File: config.mk
export PLATFORM = sky130hd
export DESIGN_NAME = pdeo_mux
export DESIGN_NICKNAME = d
export VERILOG_FILES = /design/src/pdeo_pkg.sv /design/src/pdeo_mux.sv
export VERILOG_INCLUDE_DIRS = /design/src
export SDC_FILE = /design/constraint.sdc
export NUM_CORES = 1
export LEC_CHECK = 0
export BUFFER_PORTS_ARGS = -buffer_cell sky130_fd_sc_hd__buf_2
export CAP_MARGIN = 20
export CORE_UTILIZATION = 46
export DETAILED_ROUTE_END_ITERATION = 12
export PLACE_DENSITY = 0.84
export SETUP_SLACK_MARGIN = 0.15
export SLEW_MARGIN = 10
export SYNTH_ARGS = -nofsm -noshare
export SYNTH_HDL_FRONTEND = slang
export SYNTH_SLANG_ARGS = --single-unit
File: constraint.sdc
create_clock -name clk -period 2.45 [get_ports clk]
set_clock_uncertainty 0.15 [all_clocks]
set_input_delay 0.1225 -clock clk [delete_from_list [all_inputs] [get_ports clk]]
set_output_delay 0.1225 -clock clk [all_outputs]
set_load 0.005 [all_outputs]
File: src/pdeo_defines.svh
/*
 constants for the port d/e alternate-function override block.
 assumes a 10 ns system clock.
*/
`ifndef PDEO_DEFINES_SVH
`define PDEO_DEFINES_SVH

// ----------------------------------------------------------------
// timing
// ----------------------------------------------------------------
`define PDEO_CLK_NS 10
`define PDEO_SPIKE_NS 50
`define PDEO_SPIKE_CYC ((`PDEO_SPIKE_NS + `PDEO_CLK_NS - 1) / `PDEO_CLK_NS)

// ----------------------------------------------------------------
// reset values
// ----------------------------------------------------------------
`define PDEO_LINE_IDLE 1'b1
`define PDEO_CNT_ZERO 3'h0

`endif

File: src/pdeo_pkg.sv
/*
 types for the port d/e alternate-function override block.
 assumes pdeo_defines.svh is on the include path.
*/
package pdeo_pkg;
   // which function currently owns a contested pin
   typedef enum logic [2:0] {
      PDEO_OWN_PORT,
      PDEO_OWN_CMP,
      PDEO_OWN_SERIAL,
      PDEO_OWN_BUS,
      PDEO_OWN_ACO
   } pdeo_owner_t;

   typedef logic [2:0] pdeo_cnt_t;
endpackage

File: src/pdeo_mux.sv
/*
 pin override logic for port d bits 3..0 and port e bits 3..0.
 assumes all pin and peripheral inputs are synchronous to clk and
 that the pad cell resolves drive, value and pull-up.
*/
`timescale 1ns/10ps
`include "pdeo_defines.svh"

module pdeo_mux (
   // clock and reset
   input wire logic clk,
   input wire logic rst_n,
   // port register bits
   input wire logic portd_dir_bit1,
   input wire logic portd_dir_bit0,
   input wire logic portd_out_bit1,
   input wire logic portd_out_bit0,
   input wire logic porte_dir_bit3,
   input wire logic porte_dir_bit2,
   input wire logic porte_dir_bit1,
   input wire logic porte_dir_bit0,
   input wire logic porte_out_bit3,
   input wire logic porte_out_bit2,
   input wire logic porte_out_bit1,
   input wire logic porte_out_bit0,
   input wire logic global_pullup_off,
   input wire logic sleep_input_off,
   // peripheral enables
   input wire logic serial0_tx_on,
   input wire logic serial0_rx_on,
   input wire logic timer4_match_a_en,
   input wire logic timer3_match_a_en,
   input wire logic spi1_on,
   input wire logic spi_master_sel,
   input wire logic twowire_on,
   input wire logic aco_oe,
   input wire logic ext_irq_one_en,
   input wire logic ext_irq_zero_en,
   input wire logic pinchg_group_d_on,
   input wire logic pinchg_group_e_on,
   input wire logic [3:0] pinchg_mask_d,
   input wire logic [3:0] pinchg_mask_e,
   input wire logic analog7_input_off,
   input wire logic analog6_input_off,
   // peripheral output data
   input wire logic serial0_tx_pin,
   input wire logic timer4_match_a_out,
   input wire logic timer3_match_a_out,
   input wire logic spi1_serial_out_in,
   input wire logic twowire1_scl_release,
   input wire logic twowire1_sda_release,
   input wire logic acompout,
   // pad side
   input wire logic [3:0] pd_in,
   input wire logic [3:0] pe_in,
   output logic [1:0] pd_drive_en,
   output logic [1:0] pd_drive_val,
   output logic [1:0] pd_pull_en,
   output logic [3:0] pd_die,
   output logic [3:0] pe_drive_en,
   output logic [3:0] pe_drive_val,
   output logic [3:0] pe_pull_en,
   output logic [3:0] pe_die,
   // peripheral input side
   output logic serial0_rx_pin,
   output logic spi1_slave_data,
   output logic capture3_pin,
   output logic capture4_pin,
   output logic timer3_count_pin,
   output logic timer4_count_pin,
   output logic ext_irq_one,
   output logic ext_irq_zero,
   output logic [3:0] pinchg_d_in,
   output logic [3:0] pinchg_e_in,
   output logic twowire1_clock_line,
   output logic twowire1_data_line,
   // ownership status
   output pdeo_pkg::pdeo_owner_t pd1_owner,
   output pdeo_pkg::pdeo_owner_t pe0_owner
);
   import pdeo_pkg::*;

   logic [1:0] next_pd_en;
   logic [1:0] next_pd_val;
   logic [1:0] next_pd_pull;
   logic [3:0] next_pe_en;
   logic [3:0] next_pe_val;
   logic [3:0] next_pe_pull;
   logic [3:0] next_pd_die;
   logic [3:0] next_pe_die;
   logic [3:0] pc_d;
   logic [3:0] pc_e;
   logic [3:0] pe_dir;
   logic [3:0] pe_port;
   pdeo_owner_t next_pd1_owner;
   pdeo_owner_t next_pe0_owner;

   // ----------------------------------------------------------------
   // pin drive selection
   // ----------------------------------------------------------------
   assign pe_dir = {porte_dir_bit3, porte_dir_bit2,
                    porte_dir_bit1, porte_dir_bit0};
   assign pe_port = {porte_out_bit3, porte_out_bit2,
                     porte_out_bit1, porte_out_bit0};

   always_comb begin
      // plain port behaviour first
      next_pd_en = {portd_dir_bit1, portd_dir_bit0};
      next_pd_val = {portd_out_bit1, portd_out_bit0};
      next_pd_pull[1] = ~portd_dir_bit1 & portd_out_bit1 &
                        ~global_pullup_off;
      next_pd_pull[0] = ~portd_dir_bit0 & portd_out_bit0 &
                        ~global_pullup_off;
      next_pe_en = pe_dir;
      next_pe_val = pe_port;
      next_pe_pull = ~pe_dir & pe_port & {4{~global_pullup_off}};
      next_pd1_owner = PDEO_OWN_PORT;
      next_pe0_owner = PDEO_OWN_PORT;
      // pd1
      if (serial0_tx_on) begin
         next_pd_en[1] = 1'b1;
         next_pd_val[1] = serial0_tx_pin;
         next_pd_pull[1] = 1'b0;
         next_pd1_owner = PDEO_OWN_SERIAL;
      end else if (timer4_match_a_en) begin
         next_pd_val[1] = timer4_match_a_out;
         next_pd1_owner = PDEO_OWN_CMP;
      end
      // pd0
      if (timer3_match_a_en) begin
         next_pd_val[0] = timer3_match_a_out;
      end
      if (serial0_rx_on) begin
         next_pd_en[0] = 1'b0;
         next_pd_pull[0] = portd_out_bit0 & ~global_pullup_off;
      end
      // pe3
      if (spi1_on && spi_master_sel) begin
         next_pe_val[3] = spi1_serial_out_in;
      end else if (spi1_on) begin
         next_pe_en[3] = 1'b0;
         next_pe_pull[3] = porte_out_bit3 & ~global_pullup_off;
      end
      // pe1 and pe0
      if (twowire_on) begin
         next_pe_en[1] = ~twowire1_scl_release;
         next_pe_val[1] = 1'b0;
         next_pe_pull[1] = 1'b0;
         next_pe_en[0] = ~twowire1_sda_release;
         next_pe_val[0] = 1'b0;
         next_pe_pull[0] = 1'b0;
         next_pe0_owner = PDEO_OWN_BUS;
      end else if (aco_oe) begin
         next_pe_en[0] = 1'b1;
         next_pe_val[0] = acompout;
         next_pe_pull[0] = 1'b0;
         next_pe0_owner = PDEO_OWN_ACO;
      end
   end

   always_ff @(posedge clk or negedge rst_n) begin
      if (!rst_n) begin
         pd_drive_en <= 2'h0;
         pd_drive_val <= 2'h0;
         pd_pull_en <= 2'h0;
         pe_drive_en <= 4'h0;
         pe_drive_val <= 4'h0;
         pe_pull_en <= 4'h0;
         pd1_owner <= PDEO_OWN_PORT;
         pe0_owner <= PDEO_OWN_PORT;
      end else begin
         pd_drive_en <= next_pd_en;
         pd_drive_val <= next_pd_val;
         pd_pull_en <= next_pd_pull;
         pe_drive_en <= next_pe_en;
         pe_drive_val <= next_pe_val;
         pe_pull_en <= next_pe_pull;
         pd1_owner <= next_pd1_owner;
         pe0_owner <= next_pe0_owner;
      end
   end

   // ----------------------------------------------------------------
   // digital input enables
   // ----------------------------------------------------------------
   assign pc_d = pinchg_mask_d & {4{pinchg_group_d_on}};
   assign pc_e = pinchg_mask_e & {4{pinchg_group_e_on}};

   always_comb begin
      next_pd_die = {4{~sleep_input_off}} | pc_d;
      next_pd_die[3] = next_pd_die[3] | ext_irq_one_en;
      next_pd_die[2] = next_pd_die[2] | ext_irq_zero_en;
      next_pe_die = {4{~sleep_input_off}} | pc_e;
      if (analog7_input_off) begin
         next_pe_die[3] = pc_e[3];
      end
      if (analog6_input_off) begin
         next_pe_die[2] = pc_e[2];
      end
   end

   always_ff @(posedge clk or negedge rst_n) begin
      if (!rst_n) begin
         pd_die <= 4'h0;
         pe_die <= 4'h0;
      end else begin
         pd_die <= next_pd_die;
         pe_die <= next_pe_die;
      end
   end

   // ----------------------------------------------------------------
   // peripheral input routing
   // ----------------------------------------------------------------
   always_ff @(posedge clk or negedge rst_n) begin
      if (!rst_n) begin
         serial0_rx_pin <= 1'b0;
         spi1_slave_data <= 1'b0;
         capture3_pin <= 1'b0;
         capture4_pin <= 1'b0;
         timer3_count_pin <= 1'b0;
         timer4_count_pin <= 1'b0;
         ext_irq_one <= 1'b0;
         ext_irq_zero <= 1'b0;
         pinchg_d_in <= 4'h0;
         pinchg_e_in <= 4'h0;
      end else begin
         serial0_rx_pin <= pd_in[0] & pd_die[0];
         spi1_slave_data <= pe_in[3] & pe_die[3];
         capture3_pin <= pe_in[2] & pe_die[2];
         capture4_pin <= pe_in[0] & pe_die[0];
         timer3_count_pin <= pe_in[3] & pe_die[3];
         timer4_count_pin <= pe_in[1] & pe_die[1];
         ext_irq_one <= pd_in[3] & pd_die[3];
         ext_irq_zero <= pd_in[2] & pd_die[2];
         pinchg_d_in <= pd_in & pd_die;
         pinchg_e_in <= pe_in & pe_die;
      end
   end

   // ----------------------------------------------------------------
   // two-wire spike filters
   // ----------------------------------------------------------------
   logic [1:0] twi_filt;

   assign twowire1_clock_line = twi_filt[1];
   assign twowire1_data_line = twi_filt[0];

   for (genvar g = 0; g < 2; g++) begin : g_filt
      pdeo_cnt_t cnt;
      always_ff @(posedge clk or negedge rst_n) begin
         if (!rst_n) begin
            cnt <= `PDEO_CNT_ZERO;
            twi_filt[g] <= `PDEO_LINE_IDLE;
         end else if (!twowire_on || pe_in[g] == twi_filt[g]) begin
            cnt <= `PDEO_CNT_ZERO;
            if (!twowire_on) begin
               twi_filt[g] <= `PDEO_LINE_IDLE;
            end
         end else if (cnt == 3'(`PDEO_SPIKE_CYC - 1)) begin
            cnt <= `PDEO_CNT_ZERO;
            twi_filt[g] <= pe_in[g];
         end else begin
            cnt <= cnt + 3'h1;
         end
      end
   end
endmodule

Yosys cells after proc, flatten, opt, wreduce, memory -nomap -nowiden
Index checks and enable logic that the tools add are counted.

word-level totals
  bits in registers = 55
  latch bits = 0
  logic and storage cells = 105
  bits in read-only memories = 0
  output and inout port bits = 50
  memory bits (writable) = 0
  memories = 0
  input port bits = 53

operators by class
  shifts and indexed selects = 0
  multiply operators = 0
  bitwise operators = 30
  equal/unequal tests = 6
  div/mod/pow operators = 0
  add/subtract/negate cells = 2
  mux-type cells = 36
  order comparisons = 0
  reduce and logical (&&, ||, !) cells = 8

operators by type and width
  operator             count
  $mux 1               29
  $and 4x4->4          6
  $mux 3               7
  $and 1x1->1          13
  $or 4x4->4           2
  $add 3x1->3 const B  2
  $eq 3x3->1 const B   2
  $not 1->1            6
  $ne 2x2->1 const B   2
  $not 4->4            1
  $reduce_and 2->1     2
  $reduce_bool 2->1    2
  $eq 1x1->1           2
  $logic_or 1x1->1     2
  $or 1x1->1           2
  $logic_and 1x1->1    1
  $logic_not 1->1      1

Depth between registers and ports, before layout
  depth in word-level cells = 5
  gate-level depth with buffers = 4
  gate-level depth less buffers = 4

Worst setup path before layout
No wires, ideal clock.

  path kind = flip-flop to flip-flop
  start = register g_filt[0].cnt[0]
  end = register g_filt[0].cnt[2]
  cell stages (with the launch flop) = 5
  setup slack = 1.056 ns
  data arrival time = 1.157 ns
  period minus slack after synthesis = 1.394 ns
  setup time = 0.087 ns
  path buffers = 0
  data required time = 2.213 ns
  cell sequence = dfrtp_1 -> inv_1 -> ha_1 -> or3b_1 -> a211oi_2

between the ends
  word-level cells in the longest chain between the ends = 3
  elaborated cells between the ends (all ways) = 4
  classes of those cells = add/sub: 1; eq/ne: 1; mux: 2

RTL lines
  what                                       line                              text
  from (decl)                                pdeo_mux.sv:250                   pdeo_cnt_t cnt;
  from (signal assigned)                     pdeo_mux.sv:253                   cnt <= `PDEO_CNT_ZERO;
  from (signal assigned)                     pdeo_mux.sv:256                   cnt <= `PDEO_CNT_ZERO;
  from (signal assigned)                     pdeo_mux.sv:261                   cnt <= `PDEO_CNT_ZERO;
  $add 3x1->3 or $eq 3x3->1 (tied branches)  pdeo_mux.sv:264, pdeo_mux.sv:260
  $mux 3 *                                   pdeo_mux.sv:260                   end else if (cnt == 3'(`PDEO_SPIKE_CYC - 1)) begin
  $mux 3 *                                   pdeo_mux.sv:255                   end else if (!twowire_on || pe_in[g] == twi_filt[g]) begin

Every way passes the cells marked *; elsewhere a longest branch is shown, timed or not.
A chain may end at the register's enable or synchronous reset.

Worst setup path in the final report
  start = input port pinchg_mask_e[0]
  end = register pe_die[0]

between the ends
  word-level cells in the longest chain between the ends = 2

RTL lines
  what                      line             text
  from (decl)               pdeo_mux.sv:42   input wire logic [3:0] pinchg_mask_e,
  $and 4x4->4               pdeo_mux.sv:187  assign pc_e = pinchg_mask_e & {4{pinchg_group_e_on}};
  $or 4x4->4                pdeo_mux.sv:193  next_pe_die = {4{~sleep_input_off}} | pc_e;
  named net next_pe_die[0]  pdeo_mux.sv:90   logic [3:0] next_pe_die;
  to (signal assigned)      pdeo_mux.sv:208  pe_die <= next_pe_die;
  to (decl)                 pdeo_mux.sv:63   output logic [3:0] pe_die,

The timed path passes the listed nets, and every way through them passes these cells.

==> run_results.csv <==
group,metric,value,unit
sta,post-route-period-util,81.6,%
die,die_area,0.00406,mm2
clock_tree,numCtsBuffers,5,
power,power.leakage,1.47,nW
sta,fin_crit,2.00,ns
sta,final_max_slew_viol_count,0,
logic_synthesis,synth_nets,191,
sta,fmax,500,MHz
final_layout,design_area,0.00296,mm2
die,core,0.00366,mm2
final_layout,n_fill_cell,192,
power,ir_worst_vdd,0.468,mV
final_layout,final_nets,348,
logic_synthesis,syn_inst,134,
sta,final-hold-violation-count,0,
die,dieHeight,63.8,um
route,wirelength,6060,um
die,initial_utilization,47.9,%
grt,grt_max_degree,47,
min_path,hold_class,"input pin to register",
clock_tree,clock_latency,0.31,ns
power,switching_share,23.5,%
final_layout,drive_gt1_share,40.1,%
flow_run,drv_cap,0,
die,io-pin-count,103,
clock_tree,cts_root_buffer,"clkbuf_8",
critical_path,cp-end-kind,"register",
grt,grt_pass1_vias,1888,
route,dr.pass1.iters,4,
place,placedInstanceArea,0.00224,mm2
critical_path,cp.required,2.49,ns
route,vias,1679,
die,die_w,63.8,um
die,rows,22,
logic_synthesis,syn_area,0.00175,mm2
sta,setup_viol,0,
logic_synthesis,synthArstFlopShare,100,%
place,portBuffers,101,
place,place_congestion,0.848,
route,dr.first_iter.drc_count,91,
power,internal_power,1.26,mW
logic_synthesis,ys_seq_area_share,65.8,%
final_layout,area_growth_syn_to_layout,68.5,%
logic_synthesis,ys_ff_latch,46,
clock_tree,cts.sinks,46,
clock_tree,clk_path_buf_depth,2,
logic_synthesis,syn_avg_cell_area,13.1,um2
critical_path,path_class,"input pin to register",
route,drcViolationCount,0,
logic_synthesis,synthDistinctLibCells,27,
grt,grt_pass1_wl,9240,um
logic_synthesis,ys.flop_type,"dfrtp_1",
power,comb_power_share,16.4,%
grt,grt_usage,32.1,%
sta,setup_tns,0,ns
sta,grt_setup_unrepaired,"false",
route,wl_per_cell,17.8,um
final_layout,antenna_cells,0,
clock_tree,htree_levels,2,
critical_path,cp-start-kind,"input pin",
place,dp_hpwl,2680,um
clock_tree,post_cts.repair.setup_buffers,0,
status,status,"finished clean",
power,seqPwrFrac,49.7,%
critical_path,critPathMaxFanout,1,
logic_synthesis,ys_warn_count,0,
grt,antenna_found_initial,0,
route,viasPerCell,4.94,
critical_path,critPathArrivalTime,2.04,ns
clock_tree,cts_tree,"done",
grt,gr-total-overflow,0,
power,p_sw,387,uW
route,antenna_left,0,
clock_tree,clkSlewWorstSetupHoldPaths,0.08,ns
power,power_frac_clock,33.9,%
power,power.density,557,mW/mm2
logic_synthesis,synth-edff-count,0,
[power by group through the flow]
stage,Clock (mW),Sequential (mW),Combinational [mW]
finish,0.558,0.818,0.269
global route,0.600,0.822,0.291
detailed placement,0,0.828,0.170
global placement,0,0.826,0.166
floorplan,0,0.833,0.0611
CTS,0.562,0.813,0.245
[cells in the mapped netlist (3+ instances only)]
master	number	share of area [%]
nor2b_1	4	1.4
nor3b_1	6	2.6
and2_1	10	3.6
ha_1	4	2.9
nand2_1	14	3.0
nand2b_1	4	1.4
inv_1	5	1.1
a21oi_1	3	0.86
buf_4	10	4.3
o21ai_0	3	0.86
dfrtp_1	44	63
[through the flow]
stage / instances / hold slack [ns] / total power, mW / util (%) / worst slack, ns
3_3_place_gp: 272 / 0.0950 / 0.992 / 61.2 / 1.03
3_5_place_dp: 272 / 0.0963 / 0.998 / 61.2 / 0.960
5_1_grt: 340 / 0.0323 / 1.71 / 80.8 / 0.433
2_1_floorplan: 134 / -0.323 / 0.894 / - / 1.06
6_report: 340 / 0.0169 / 1.65 / 80.8 / 0.452
4_1_cts: 339 / 0.00377 / 1.62 / 80.2 / 0.526
[placed cells by master, fill, tap and decap left out, drive strengths merged]
cell type	instances
dfstp	2
nor3b	6
xnor2	2
dfrtp	44
buf	102
a2111oi	2
inv	5
o21ai	3
nor2b	4
mux2i	2
a21oi	3
nand2b	4
mux2	2
conb	1
clkbuf	7
nor2	2
a311o	2
a21boi	2
and2	10
nand2	14
nand3b	2
ha	4
nor4	1
dlygate4sd3	59
nor3	1
or2	1
or3b	2
bufinv	1
a211oi	2
[path summary, 6_finish.rpt]
| check | slack [ns] | from | endpoint | cells after the start |
|---|---|---|---|---|
| max reg2reg | 0.93 | g_filt[1].cnt[0] | g_filt[1].cnt[2] | 4 |
| max | 0.45 | pinchg_mask_e[0] | pe_die[0] | 6 |
| min | 0.02 | spi1_on | pe_drive_en[3] | 3 |
| min in group asynchronous | 0.03 | rst_n | pe_drive_en[0] | 2 |
| max in group asynchronous | 1.61 | rst_n | twowire1_clock_line | 3 |
| min reg2reg | 0.33 | pe_die[3] | pinchg_e_in[3] | 1 |
[cell type report]
cell class	count	area (um2)	area share, %
Clock inverter	1	30.0	1.02
Sequential cell	46	1150	39.0
Inverter	5	18.8	0.635
Multi-Input combinational cell	72	502	17.0
Timing Repair Buffer	161	1120	37.7
Tap cell	48	60.1	2.03
Clock buffer	7	76.3	2.58
[per-layer routing]
metal / vias to the layer above / global-route usage (%) / part of all wire [%]
met2: 82 / 58.6 / 55
met3: 22 / 11.1 / 6.3
met4: 0 / 20.2 / 5.2
li1: 743 / - / -
met1: 832 / 30.2 / 33
met5: - / 0 / 0
[flip-flops by register name, summed over array words and instances, names as in the netlist]
name                 count
pd_drive_en              2
pe_die                   4
pe_drive_val             4
pd_die                   4
twowire1_clock_line      1
twowire1_data_line       1
pinchg_d_in              3
g_filt.cnt               6
pinchg_e_in              4
pd_drive_val             2
pe0_owner                2
pd_pull_en               2
ext_irq_one              1
pd1_owner                2
pe_pull_en               4
pe_drive_en              4
[worst max-delay path: stages]
cell and delay [ns]:
dlygate4sd3_1 0.56, buf_2 0.14, nand2_1 0.06, dlygate4sd3_1 0.55
nand2_1 0.06, dlygate4sd3_1 0.56
[cell families (layout without fill, tap and decap cells)]
| group | count (synthesis) | count (layout) | synth area share (%) |
|---|---|---|---|
| AOI/OAI and AO/OA | 14 | 14 | 6.85 |
| xor gates and xnor gates | 2 | 2 | 0.999 |
| adders and majority gates | 4 | 4 | 2.85 |
| buffers and inverters | 16 | 174 | 5.63 |
| DFF | 46 | 46 | 65.8 |
| muxes | 4 | 4 | 2.43 |
| other | 1 | 1 | 0.214 |
| and+or+nand+nor | 47 | 47 | 15.3 |
[what timing repair did]
item,4_1_cts,5_1_grt
gates resized for setup,0,0
setup endpoints to repair,0,0
hold buffers,59,0
endpoints found under the hold margin,84,0
Note: power is estimated with default switching activity, not from simulation.
